`src/common/mie_regs.svh`:
```
// register map, field positions, reset values and cycle counts of the execute unit
// assumes a byte-addressed Avalon-MM slave with 32-bit data
`ifndef MIE_REGS_SVH
`define MIE_REGS_SVH
`define MIE_OFF_OPER 8'h00
`define MIE_OFF_ADDR 8'h04
`define MIE_OFF_TARGET 8'h08
`define MIE_OFF_STATUS 8'h0C
`define MIE_OFF_PC 8'h10
`define MIE_OFF_MEM 8'h14
`define MIE_OFF_WDT 8'h18
`define MIE_OP_LSB 0
`define MIE_OP_MSB 4
`define MIE_BIT_LSB 5
`define MIE_BIT_MSB 7
`define MIE_IMM_LSB 8
`define MIE_IMM_MSB 15
`define MIE_ST_Z 8
`define MIE_ST_C 9
`define MIE_ST_AC 10
`define MIE_ST_TO 11
`define MIE_ST_PDF 12
`define MIE_ST_GIE 13
`define MIE_ST_BUSY 14
`define MIE_ST_HALT 15
`define MIE_PC_DEPTH_LSB 16
`define MIE_PCW 13
`define MIE_STACK_LVLS 8
`define MIE_PCL_ADDR 8'h06
`define MIE_IRQ_VECTOR 13'h0004
`define MIE_PC_RESET 13'h0000
`define MIE_BYTE_ZERO 8'h00
`define MIE_BYTE_ONES 8'hFF
`define MIE_BCD_LIMIT 4'h9
`define MIE_BCD_LO 8'h06
`define MIE_BCD_HI 8'h60
`define MIE_CYC_TWO 2'h1
`define MIE_CYC_THREE 2'h2
`endif

```
`src/common/mie_pkg.sv`:
```
// types of the instruction execute unit: operation codes, bus carrier, state
// assumes mie_regs.svh for widths
`include "mie_regs.svh"
package mie_pkg;
  typedef enum logic [4:0] {
    OP_IDLE, OP_INVOKE, OP_BRANCH, OP_EXIT, OP_EXIT_IMM, OP_IRQ_EXIT,
    OP_ZFILL, OP_ZFILL_BIT, OP_WDT_CLR, OP_POWER_DOWN, OP_INV, OP_INV_W,
    OP_BCD, OP_DEC, OP_DEC_W, OP_INC, OP_INC_W, OP_MOV_MA, OP_MOV_IA, OP_MOV_AM,
    OP_OR_M, OP_OR_I, OP_OR_INTO_M, OP_RL, OP_RL_W, OP_RLC, OP_RLC_W,
    OP_RR, OP_RR_W, OP_RRC, OP_RRC_W
  } mie_op_e;
  typedef struct packed {
    logic read;
    logic write;
    logic [7:0] address;
    logic [3:0] byteenable;
    logic [31:0] writedata;
  } mie_avl_req_s;
  typedef struct packed {
    logic [7:0] acc;
    logic z, c, ac, to, powerdown_flag, gie, halted;
    logic [`MIE_PCW-1:0] pc;
    logic [2:0] sp;
    logic [3:0] depth;
    logic [`MIE_STACK_LVLS-1:0][`MIE_PCW-1:0] stack;
    logic [1:0] busy_cnt;
    logic [7:0] addr;
    logic [`MIE_PCW-1:0] target;
    logic [7:0] wdt;
    logic [15:0] pre;
    logic ack;
    logic [31:0] rdata;
    logic sysclk_en;
  } mie_state_s;
endpackage

```
`src/hdl/mie_execute.sv`:
```
// execute unit of an 8-bit core: accumulator, flags, program counter, return stack,
// watchdog and data memory, with operations launched over Avalon-MM
// assumes a same-clock master; i_irq_pending comes from logic on i_mclk
// Overview of operation
// (RQ1) invoke pushes pc+1, loads target, two cycles
// (RQ2) byte zero fill writes 00H, flags unchanged
// (RQ3) bit zero fill clears only the chosen bit, no flags
// (RQ4) watchdog clear resets counter, clears expired and powerdown flags
// (RQ5) invert gives ones-complement, sets zero flag; working form writes accumulator only
// (RQ6) bcd fix adds 6 per nibble above 9 or with half carry / carry
// (RQ7) bcd fix writes acc plus 00H/06H/60H/66H to memory; only carry changes
// (RQ8) decrement by one with zero flag; working form leaves memory alone
// (RQ9) power down halts, stops clock, clears watchdog and prescaler, sets powerdown; here it also clears the expired flag
// (RQ10) increment by one with zero flag; working form leaves memory alone
// (RQ11) branch loads target with a dummy cycle, two cycles, no flags
// (RQ12) copy moves memory/immediate to acc or acc to memory, no flags
// (RQ13) idle only advances the program counter
// (RQ14) or with memory or immediate sets zero flag; or-into-memory writes memory
// (RQ15) subroutine exit pops the stack into pc, no flags
// (RQ16) exit with immediate pops pc and loads immediate into acc
// (RQ17) interrupt exit pops pc, sets irq enable; pending irq taken first
// (RQ18) rotate left wraps bit 7 to bit 0, carry untouched
// (RQ19) rotate left through carry: old carry to bit 0, bit 7 to carry
// (RQ20) rotate right wraps bit 0 to bit 7, flags unchanged
// (RQ21) rotate right through carry: old carry to bit 7, bit 0 to carry
// (RQ22) a memory write landing on the pc low byte takes three cycles
// (RQ23) other operations take one cycle; unlisted flags keep their value; the exits here take two cycles, three when a pending irq is taken
//
// The implementer's own choices: the Avalon-MM register port and the register addresses.
`timescale 1ns/1ps
`default_nettype none
`include "mie_regs.svh"
module mie_execute
  import mie_pkg::*;
#(
  parameter int MEM_DEPTH = 256,
  parameter logic [15:0] WDT_PRESCALE = 16'h0100
) (
  input wire logic i_mclk,                  // 125 MHz core clock
  input wire logic i_nrst,                  // async reset, active low
  input wire mie_avl_req_s i_avl,           // avalon request group
  input wire logic i_irq_pending,           // an interrupt source is waiting
  output logic o_waitrequest,               // avalon waitrequest
  output logic [31:0] o_readdata,           // avalon read data, registered
  output logic o_sysclk_en,                 // low while powered down, registered
  output logic [`MIE_PCW-1:0] o_pc          // program counter, registered
);
  mie_state_s s, n;
  logic rst_meta_r, rst_sync_r;
  logic [7:0] mem [MEM_DEPTH];
  logic mem_we;
  logic [7:0] mem_wdata, mem_waddr, m;
  logic busy, go, wr_fire, req;
  logic wm, wa, uz;
  logic [7:0] res, adj;
  logic [8:0] bsum;
  logic [2:0] bidx;
  logic [7:0] imm;
  logic [31:0] merged;
  mie_op_e op;

  function automatic logic [31:0] be_merge(input logic [31:0] old, input logic [31:0] nw, input logic [3:0] be);
    logic [31:0] r;
    r = old;
    for (int i = 0; i < 4; i++) begin
      if (be[i]) begin
        r[i*8 +: 8] = nw[i*8 +: 8];
      end
    end
    return r;
  endfunction

  // reset release through two flops; assertion stays asynchronous
  always_ff @(posedge i_mclk or negedge i_nrst) begin
    if (!i_nrst) begin
      rst_meta_r <= 1'b0;
      rst_sync_r <= 1'b0;
    end else begin
      rst_meta_r <= 1'b1;
      rst_sync_r <= rst_meta_r;
    end
  end

  assign busy = (s.busy_cnt != 2'h0);
  assign req = i_avl.read | i_avl.write;
  assign wr_fire = i_avl.write & s.ack;
  assign m = mem[s.addr];
  assign op = mie_op_e'(i_avl.writedata[`MIE_OP_MSB:`MIE_OP_LSB]);
  assign bidx = i_avl.writedata[`MIE_BIT_MSB:`MIE_BIT_LSB];
  assign imm = i_avl.writedata[`MIE_IMM_MSB:`MIE_IMM_LSB];
  assign go = wr_fire && (i_avl.address == `MIE_OFF_OPER) && !s.halted;
  // a request is held with waitrequest high for one cycle, a launch longer while an operation runs
  assign o_waitrequest = req & ~s.ack;
  assign o_readdata = s.rdata;
  assign o_sysclk_en = s.sysclk_en;
  assign o_pc = s.pc;

  always_comb begin
    n = s;
    mem_we = 1'b0;
    mem_wdata = `MIE_BYTE_ZERO;
    mem_waddr = s.addr;
    wm = 1'b0;
    wa = 1'b0;
    uz = 1'b0;
    res = `MIE_BYTE_ZERO;
    adj = `MIE_BYTE_ZERO;
    bsum = 9'h000;
    merged = 32'h00000000;
    // a launch waits until the previous operation has finished its cycles
    n.ack = req & ~s.ack & ~(i_avl.write & busy & (i_avl.address == `MIE_OFF_OPER));
    if (req & ~s.ack & i_avl.read) begin
      unique case (i_avl.address)
        `MIE_OFF_ADDR: n.rdata = {24'h000000, s.addr};
        `MIE_OFF_TARGET: n.rdata = {19'h00000, s.target};
        `MIE_OFF_STATUS: n.rdata = {16'h0000, s.halted, busy, s.gie, s.powerdown_flag, s.to, s.ac, s.c, s.z, s.acc};
        `MIE_OFF_PC: n.rdata = {12'h000, s.depth, 3'h0, s.pc};
        `MIE_OFF_MEM: n.rdata = {24'h000000, m};
        `MIE_OFF_WDT: n.rdata = {24'h000000, s.wdt};
        default: n.rdata = 32'h00000000;
      endcase
    end
    if (busy) begin
      n.busy_cnt = s.busy_cnt - 2'h1;
    end
    // watchdog runs off a prescaler enable and freezes with the stopped clock
    if (!s.halted) begin
      if (s.pre == WDT_PRESCALE - 16'h0001) begin
        n.pre = 16'h0000;
        if (s.wdt == `MIE_BYTE_ONES) begin
          n.to = 1'b1;
        end else begin
          n.wdt = s.wdt + 8'h01;
        end
      end else begin
        n.pre = s.pre + 16'h0001;
      end
    end
    if (wr_fire) begin
      unique case (i_avl.address)
        `MIE_OFF_ADDR: begin
          merged = be_merge({24'h000000, s.addr}, i_avl.writedata, i_avl.byteenable);
          n.addr = merged[7:0];
        end
        `MIE_OFF_TARGET: begin
          merged = be_merge({19'h00000, s.target}, i_avl.writedata, i_avl.byteenable);
          n.target = merged[`MIE_PCW-1:0];
        end
        `MIE_OFF_MEM: begin
          mem_we = i_avl.byteenable[0];
          mem_wdata = i_avl.writedata[7:0];
        end
        `MIE_OFF_STATUS: begin
          if (i_avl.byteenable[0]) begin
            n.acc = i_avl.writedata[7:0];
          end
          if (i_avl.byteenable[1]) begin
            n.z = i_avl.writedata[`MIE_ST_Z];
            n.c = i_avl.writedata[`MIE_ST_C];
            n.ac = i_avl.writedata[`MIE_ST_AC];
            n.gie = i_avl.writedata[`MIE_ST_GIE];
            // wake: writing the halt bit low restarts the clock
            if (!i_avl.writedata[`MIE_ST_HALT]) begin
              n.halted = 1'b0;
              n.sysclk_en = 1'b1;
            end
          end
        end
        default: ;
      endcase
    end
    if (go) begin
      n.pc = s.pc + 13'h0001; // RQ13 RQ23
      unique case (op)
        OP_INVOKE: begin
          n.stack[s.sp] = s.pc + 13'h0001; // RQ1
          n.sp = s.sp + 3'h1;
          n.depth = (s.depth == 4'h8) ? s.depth : s.depth + 4'h1;
          n.pc = s.target;
          n.busy_cnt = `MIE_CYC_TWO;
        end
        OP_BRANCH: begin
          n.pc = s.target; // RQ11
          n.busy_cnt = `MIE_CYC_TWO;
        end
        OP_EXIT, OP_EXIT_IMM, OP_IRQ_EXIT: begin
          n.pc = s.stack[s.sp - 3'h1]; // RQ15
          n.sp = s.sp - 3'h1;
          n.depth = (s.depth == 4'h0) ? s.depth : s.depth - 4'h1;
          n.busy_cnt = `MIE_CYC_TWO;
          if (op == OP_EXIT_IMM) begin
            n.acc = imm; // RQ16
          end
          if (op == OP_IRQ_EXIT) begin
            n.gie = 1'b1; // RQ17
            // the return address stays on the stack; pop and push cancel
            if (i_irq_pending) begin
              n.sp = s.sp;
              n.depth = s.depth;
              n.pc = `MIE_IRQ_VECTOR;
              n.gie = 1'b0;
              n.busy_cnt = `MIE_CYC_THREE;
            end
          end
        end
        OP_ZFILL: begin
          wm = 1'b1; // RQ2
          res = `MIE_BYTE_ZERO;
        end
        OP_ZFILL_BIT: begin
          wm = 1'b1;
          res = m & ~(8'h01 << bidx); // RQ3
        end
        OP_WDT_CLR: begin
          n.wdt = `MIE_BYTE_ZERO; // RQ4
          n.pre = 16'h0000;
          n.to = 1'b0;
          n.powerdown_flag = 1'b0;
        end
        OP_POWER_DOWN: begin
          n.halted = 1'b1; // RQ9
          n.sysclk_en = 1'b0;
          n.wdt = `MIE_BYTE_ZERO;
          n.pre = 16'h0000;
          n.powerdown_flag = 1'b1;
          n.to = 1'b0;
        end
        OP_INV, OP_INV_W: begin
          res = ~m; // RQ5
          uz = 1'b1;
          wm = (op == OP_INV);
          wa = (op == OP_INV_W);
        end
        OP_BCD: begin
          // both nibble tests look at the accumulator before any adjustment
          adj = (((s.acc[3:0] > `MIE_BCD_LIMIT) || s.ac) ? `MIE_BCD_LO : `MIE_BYTE_ZERO) // RQ6
            | (((s.acc[7:4] > `MIE_BCD_LIMIT) || s.c) ? `MIE_BCD_HI : `MIE_BYTE_ZERO);
          bsum = {1'b0, s.acc} + {1'b0, adj}; // RQ7
          res = bsum[7:0];
          wm = 1'b1;
          n.c = s.c | bsum[8];
        end
        OP_DEC, OP_DEC_W: begin
          res = m - 8'h01; // RQ8
          uz = 1'b1;
          wm = (op == OP_DEC);
          wa = (op == OP_DEC_W);
        end
        OP_INC, OP_INC_W: begin
          res = m + 8'h01; // RQ10
          uz = 1'b1;
          wm = (op == OP_INC);
          wa = (op == OP_INC_W);
        end
        OP_MOV_MA: begin
          res = m; // RQ12
          wa = 1'b1;
        end
        OP_MOV_IA: begin
          res = imm;
          wa = 1'b1;
        end
        OP_MOV_AM: begin
          res = s.acc;
          wm = 1'b1;
        end
        OP_OR_M, OP_OR_I, OP_OR_INTO_M: begin
          res = s.acc | ((op == OP_OR_I) ? imm : m); // RQ14
          uz = 1'b1;
          wm = (op == OP_OR_INTO_M);
          wa = (op != OP_OR_INTO_M);
        end
        OP_RL, OP_RL_W: begin
          res = {m[6:0], m[7]}; // RQ18
          wm = (op == OP_RL);
          wa = (op == OP_RL_W);
        end
        OP_RLC, OP_RLC_W: begin
          res = {m[6:0], s.c}; // RQ19
          n.c = m[7];
          wm = (op == OP_RLC);
          wa = (op == OP_RLC_W);
        end
        OP_RR, OP_RR_W: begin
          res = {m[0], m[7:1]}; // RQ20
          wm = (op == OP_RR);
          wa = (op == OP_RR_W);
        end
        OP_RRC, OP_RRC_W: begin
          res = {s.c, m[7:1]}; // RQ21
          n.c = m[0];
          wm = (op == OP_RRC);
          wa = (op == OP_RRC_W);
        end
        default: ;
      endcase
      if (wm) begin
        mem_we = 1'b1;
        mem_wdata = res;
        // the pc low byte lives in data memory: the write also redirects the pc
        if (s.addr == `MIE_PCL_ADDR) begin
          n.pc[7:0] = res; // RQ22
          n.busy_cnt = `MIE_CYC_THREE;
        end
      end
      if (wa) begin
        n.acc = res;
      end
      if (uz) begin
        n.z = (res == `MIE_BYTE_ZERO);
      end
    end
  end

  always_ff @(posedge i_mclk or negedge rst_sync_r) begin
    if (!rst_sync_r) begin
      s <= '0;
      s.pc <= `MIE_PC_RESET;
      s.sysclk_en <= 1'b1;
    end else begin
      s <= n;
    end
  end

  // data memory keeps its contents through reset and power down
  always_ff @(posedge i_mclk) begin
    if (mem_we) begin
      mem[mem_waddr] <= mem_wdata;
    end
  end
endmodule
`default_nettype wire

```
`config.mk`:
```
export PLATFORM = sky130hd
export DESIGN_NAME = mie_execute
export DESIGN_NICKNAME = d
export VERILOG_FILES = /design/src/common/mie_pkg.sv /design/src/hdl/mie_execute.sv
export VERILOG_INCLUDE_DIRS = /design/src /design/src/common
export SDC_FILE = /design/constraint.sdc
export NUM_CORES = 2
export LEC_CHECK = 0
export BUFFER_PORTS_ARGS = -buffer_cell sky130_fd_sc_hd__clkbuf_2
export CORE_MARGIN = 5
export CORE_UTILIZATION = 35
export CTS_BUF_LIST = sky130_fd_sc_hd__clkbuf_4 sky130_fd_sc_hd__clkbuf_8
export DETAILED_ROUTE_END_ITERATION = 10
export GPL_TIMING_DRIVEN = 0
export PLACE_DENSITY = 0.56
export SLEW_MARGIN = 15
export SYNTH_ARGS = -nofsm -noshare
export SYNTH_HDL_FRONTEND = slang
export SYNTH_SLANG_ARGS = --single-unit
```
`constraint.sdc`:
```
create_clock -name i_mclk -period 17.3 [get_ports i_mclk]
set_clock_uncertainty 0.1 [all_clocks]
set_input_delay 3.46 -clock i_mclk [delete_from_list [all_inputs] [get_ports i_mclk]]
set_output_delay 3.46 -clock i_mclk [all_outputs]
set_load 0.02 [all_outputs]
```
Yosys cells after proc, flatten, opt, wreduce, memory -nomap -nowiden

Memory sizes are Yosys's and may differ from the RTL's.
Index checks and enable logic that the tools add are counted.

Register bits: 222
Memories kept: 1
RAM bits: 2048
Output and inout port bits: 47
Input bits: 49
Logic and storage cells: 217

Shift operators: 1
Muxes and demuxes: 77
Eq/ne operators: 43
Reduce and logical (&&, ||, !) cells: 34
Bitwise gates (word level): 15
Magnitude comparators: 5
Add/sub/neg operators: 11

Memory list:

| name | depth | width | read ports | clocked after memory_dff | wr ports | line              | text |
|---|---|---|---|---|---|---|---|
| mem  | 256   | 8     | 1          | 0                        | 1        | mie_execute.sv:50 | `logic [7:0] mem [MEM_DEPTH];` |

Operators by type and width:

| operator                                                               | count |
|---|---|
| 130-bit 2-to-1 mux                                                     | 1 |
| 20-bit case mux with 6 select lines                                    | 1 |
| 8-bit 2-to-1 mux                                                       | 14 |
| 104-bit bitwise mux                                                    | 1 |
| 104-bit 2-to-1 mux                                                     | 1 |
| 8-bit case mux with 13 select lines                                    | 1 |
| 5-bit equality test, second input constant                             | 15 |
| 24-bit 2-to-1 mux                                                      | 3 |
| 5-bit by 4-bit equality test with 1-bit output, second input constant  | 8 |
| 20-bit 2-to-1 mux                                                      | 2 |
| 13-bit binary-select mux with 3-bit select                             | 1 |
| 13-bit demux with 3-bit select                                         | 1 |
| 13-bit 2-to-1 mux                                                      | 2 |
| 13-bit case mux with 2 select lines                                    | 1 |
| 1-bit 2-to-1 mux                                                       | 25 |
| 8-bit by 5-bit equality test with 1-bit output, second input constant  | 3 |
| 11-bit 2-to-1 mux                                                      | 2 |
| 5-bit by 3-bit equality test with 1-bit output, second input constant  | 4 |
| 2-bit OR reduction                                                     | 10 |
| 1-bit case mux with 9 select lines                                     | 2 |
| 16-bit by 1-bit adder with 16-bit output, second input constant        | 1 |
| 8-bit by 1-bit adder with 8-bit output, second input constant          | 2 |
| 16-bit by 8-bit equality test with 1-bit output, second input constant | 1 |
| 8-bit by 3-bit equality test with 1-bit output, second input constant  | 2 |
| 48 further kinds                                                       | 82 |

Depth between registers and ports, before layout

Depth in word-level cells: 10
Depth in mapped cells: 26
Mapped depth without buffers: 18

Least setup slack after synthesis

Ideal clock, no wire load.

Path kind: input -> register
Start: input i_avl[1] in the netlist's numbering
End: memory mem[0][7] (data pin)
Arrival: 15.684 ns
Setup time: 2.189 ns
Path slack: -0.673 ns
Required time: 15.011 ns
Cell stages on the path: 13
Path buffers: 1
Path through: clkbuf_1 > clkinv_1 > nand2_1 > nor4_1 > a21oi_1 > ha_1 > a21o_1 > a21oi_1 > a21o_1 > nand4b_1 > xnor2_1 > a21oi_1 > o21ai_0

Cells in the longest elaborated chain, start to end: 7
Elaborated cells between the ends (all ways): 40
Classes of those cells: eq/ne: 23; mux: 7; bitwise: 1; reduce/logical: 9

Ends and longest elaborated chain:

| item                                | line                                   | text |
|---|---|---|
| start: declaration                  | mie_execute.sv:41                      | `input wire mie_avl_req_s i_avl,` |
| 5-bit equality test                 | mie_execute.sv:174, mie_execute.sv:268 |  |
| 8-bit 2-to-1 mux                    | mie_execute.sv:268                     | `res = s.acc \| ((op == OP_OR_I) ? imm : m);` |
| 8-bit OR                            | mie_execute.sv:268                     |  |
| 8-bit case mux with 13 select lines | mie_execute.sv:174                     | `unique case (op)` |
| 8-bit 2-to-1 mux                    | mie_execute.sv:172                     | `if (go) begin` |
| 8-bit 2-to-1 mux (*)                | mie_execute.sv:297                     | `if (wm) begin` |
| 8-bit 2-to-1 mux (*)                | mie_execute.sv:172                     |  |
| net mem_wdata[7]                    | mie_execute.sv:52                      | `logic [7:0] mem_wdata, mem_waddr, m;` |
| end: declaration                    | mie_execute.sv:50                      |  |

The timed path passes the listed nets; every way through them passes the cells marked *. The select of a mux whose other input is x is not followed.

Worst setup path in the final report

Start: register s (netlist bit mem_waddr[2])
End: memory mem[110][6] (data pin)

Cells in the longest elaborated chain, start to end: 7
Elaborated cells between the ends (all ways): 11
Classes of those cells: add/sub: 2; mux: 5; bitwise: 3; memory: 1

Ends and longest elaborated chain:

| item                                                                           | line               | text |
|---|---|---|
| start: declaration                                                             | mie_execute.sv:48  | `mie_state_s s, n;` |
| start signal: assignment                                                       | mie_execute.sv:321 | `s <= n;` |
| memory 256 x 8 bit (*)                                                         | n/a                |  |
| branches (longest 2 deep; another with 8-bit by 1-bit adder with 8-bit output) | n/a                |  |
| 8-bit case mux with 13 select lines (*)                                        | mie_execute.sv:174 |  |
| 8-bit 2-to-1 mux (*)                                                           | mie_execute.sv:172 |  |
| 8-bit 2-to-1 mux (*)                                                           | mie_execute.sv:297 |  |
| 8-bit 2-to-1 mux (*)                                                           | mie_execute.sv:172 |  |
| net mem_wdata[6]                                                               | mie_execute.sv:52  |  |

Mark *: on every way through the listed nets, which the timed path passes. The select of a mux whose other input is x is not followed.

==> results.json <==
{
  "layout.nets": 5696,
  "htreeDepth": 5,
  "ff2ff_path_depth": 24,
  "dp_cells": 8768,
  "switching_share": 0.221,
  "antenna_found_initial": 35,
  "synth-edff-count": 2048,
  "viasPerCell": 6.10,
  "grt_max_degree": 77,
  "fill_cells": 23700,
  "die-area_um2": 274000,
  "drc": 0,
  "fin_area_um2": 106000,
  "post_cts_resized": 0,
  "postCtsHoldBufs": 0,
  "die_w_um": 523,
  "slew_headroom": 0.0690,
  "worstMarginPinSlew_ns": 1.40,
  "combPwrFrac": 0.023,
  "cts_tree": "yes",
  "insertion_delay_ns": 1.06,
  "synth_commonest_cells": "edfxtp_1 (2,048), mux4_2 (465), nor2_1 (405)",
  "cts.sinks": 2258,
  "cp_max_fo": 73,
  "dr.pass1.iters": 7,
  "port_buffers": 62,
  "post-cts-setup-buffers": 0,
  "met2_length_um": 164000,
  "synth_cell_type_count": 97,
  "synth-seq-cells": 2258,
  "hold_viol_final": 0,
  "area_growth_syn_to_layout_pct": 15.0,
  "synth_top_area_cell": "edfxtp_1",
  "setup_viol": 0,
  "slew_viol_final": 0,
  "final_cells": 9427,
  "std_cell_rows": 188,
  "p_switching_mw": 2.41,
  "cts_buffer_depth": 4,
  "cts_buffers": 373,
  "initial_utilization": 0.352,
  "die_y_um": 523,
  "status": "complete, no violations",
  "power_density_nw_per_um2": 103,
  "fin_crit_ns": 10.31,
  "pre_cts_slack_ns": 7.39,
  "async_reset_ff_frac": 0.0930,
  "start_kind": "flop",
  "period_share": 0.596,
  "critPathCaptureType": "flop",
  "tns_ns": 0,
  "synth_seq_area_share": 0.724,
  "grt_pass1_wl_um": 499000,
  "post-dp-hpwl_um": 257000,
  "place.gp.congestion": 1.00,
  "clock.fmax_mhz": 97.0,
  "multi_input_area_um2": 23400,
  "grt_setup_unrepaired": "false",
  "power_frac_clock": 0.435,
  "cap_violations": 0,
  "drt_iter0_markers": 10700,
  "power.leakage_nw": 39.1,
  "top_layer_used": "met5",
  "cts-root-buf": "clkbuf_8",
  "drive_gt1_frac": 0.257,
  "seq_area_um2": 66800,
  "synth.most_common_cell": "edfxtp_1",
  "ys.flop_type": "edfxtp_1",
  "syn_area_per_cell_um2": 18.1,
  "synth_warnings": 0,
  "fin_ws_ns": 6.99,
  "worstReg2RegStart": "mem_waddr[2]",
  "dr_wl_met3_um": 50900,
  "met1Wirelength_um": 141000,
  "ant_nets": 0,
  "place_area_um2": 98700,
  "grt_usage": 0.272,
  "internal_power_mw": 8.46,
  "yosys.area.top_type_share": 0.667,
  "power_mw": 10.9,
  "peakVddDrop_uv": 55.2,
  "netlist_instances": 5106,
  "timing.rr.end": "mem[110][6]",
  "hp-class": "reg -> async",
  "sequentialPowerShare": 0.542,
  "r2r_slack_ns": 6.99,
  "grt-ovfl-total": 0,
  "dr_total_vias": 57500,
  "path_class": "reg -> reg",
  "arrival_ns": 10.90,
  "required_ns": 17.89,
  "io_pins": 96,
  "clk_pin_slew_ns": 0.06,
  "ys_top_cells_by_area": "edfxtp_1 (67%), mux4_2 (11%), dfrtp_1 (5.7%), mux2i_1 (2.6%), nor2_1 (1.6%)",
  "wl_per_cell_um": 40.4,
  "grt_pass1_vias": 54400,
  "routed_wirelength_um": 381000,
  "synth_area_um2": 92200,
  "coreArea_um2": 262000
}
[through the flow]
stage / hold slack [ns] / util
2_1_floorplan: 0.231 / -
3_3_place_gp: 0.246 / 0.370
3_5_place_dp: 0.242 / 0.376
4_1_cts: 0.264 / 0.404
5_1_grt: 0.266 / 0.404
6_report: 0.261 / 0.404
[cell usage in the layout, fill, tap and decap left out, types with 52 or more instances in the layout]
master and count:
o21ai_0 138, a21oi_1 121, nor2_1 404, mux2_2 52, clkbuf_4 146, clkinv_1 69, clkbuf_2 86, a22oi_1 136
buf_2 74, mux4_2 465, buf_4 88, nand2_1 271, mux2i_1 238, clkbuf_1 123, dfrtp_1 208, nand3_1 83
clkbuf_8 385, edfxtp_1 2048
[worst max-delay path, cell delays in order, from the launching register on]
cell and delay (ns):
dfrtp_1 0.39, buf_2 0.28, inv_2 0.76, buf_4 0.60
buf_2 0.97, buf_2 0.67, buf_2 0.33, buf_12 0.22
mux2i_1 0.63, o22ai_1 0.16, o211ai_1 0.73, a32o_1 0.58
inv_1 0.14, ha_1 0.38, o21ai_0 0.09, nand2b_1 0.11
a21o_1 0.18, a21oi_1 0.17, xnor2_1 0.10, a221oi_1 0.29
o211a_1 0.26, o21ai_0 0.33, a22o_4 0.65, buf_16 0.34
buf_16 0.26
[metal layers]
layer  up-vias  GRT usage
li1      21600          -
met1     30400      0.358
met2      4545      0.396
met3       932     0.0938
met4         6      0.150
met5         -          0
[layout make-up]
type                    count  share of cell area
diodes                     11            0.000260
plain buffers             363              0.0208
clock buffers             529              0.0602
clock inverters           119             0.00796
inverters                  33             0.00117
multi-input cells        2463               0.221
flip-flops and latches   2258               0.630
well taps                3515              0.0415
repair buffers            136              0.0174
[power groups by stage]
stage	Clock (mW)	Combinational [mW]	Sequential [mW]
2_1_floorplan	0	0.120	6.01
3_3_place_gp	0	0.224	6.01
3_5_place_dp	0	0.239	6.01
4_1_cts	4.73	0.239	5.89
5_1_grt	4.98	0.252	5.89
6_report	4.73	0.247	5.89
[kinds of logic after synthesis]
group                    after synthesis  synth area share
adder cells (fa/ha/maj)               19           0.00274
AO/OA/AOI/OAI                        645            0.0473
flip-flops                          2258             0.724
AND/OR/NAND/NOR                      980            0.0489
multiplexers                         764             0.148
buffers and inverters                396            0.0249
XOR/XNOR                              42           0.00399
other                                  2         0.0000814
[registers in the layout (all words and copies together), names as in the netlist, named ones only]
register     cells
o_readdata      20
s               62
mem_waddr        8
mem           2048
o_sysclk_en      1
rst_sync_r       1
rst_meta_r       1
o_pc            13
[how the worst max path moves through the flow]
stage | start | to
detailed placement | mem_waddr[2] | mem[110][6]
finish | mem_waddr[2] | mem[110][6]
global placement | mem_waddr[2] | mem[136][0]
floorplan | i_avl[41] | mem[0][0]
global route | mem_waddr[2] | mem[109][6]
CTS | mem_waddr[2] | mem[108][6]
Power figures use the tool's default switching activity.
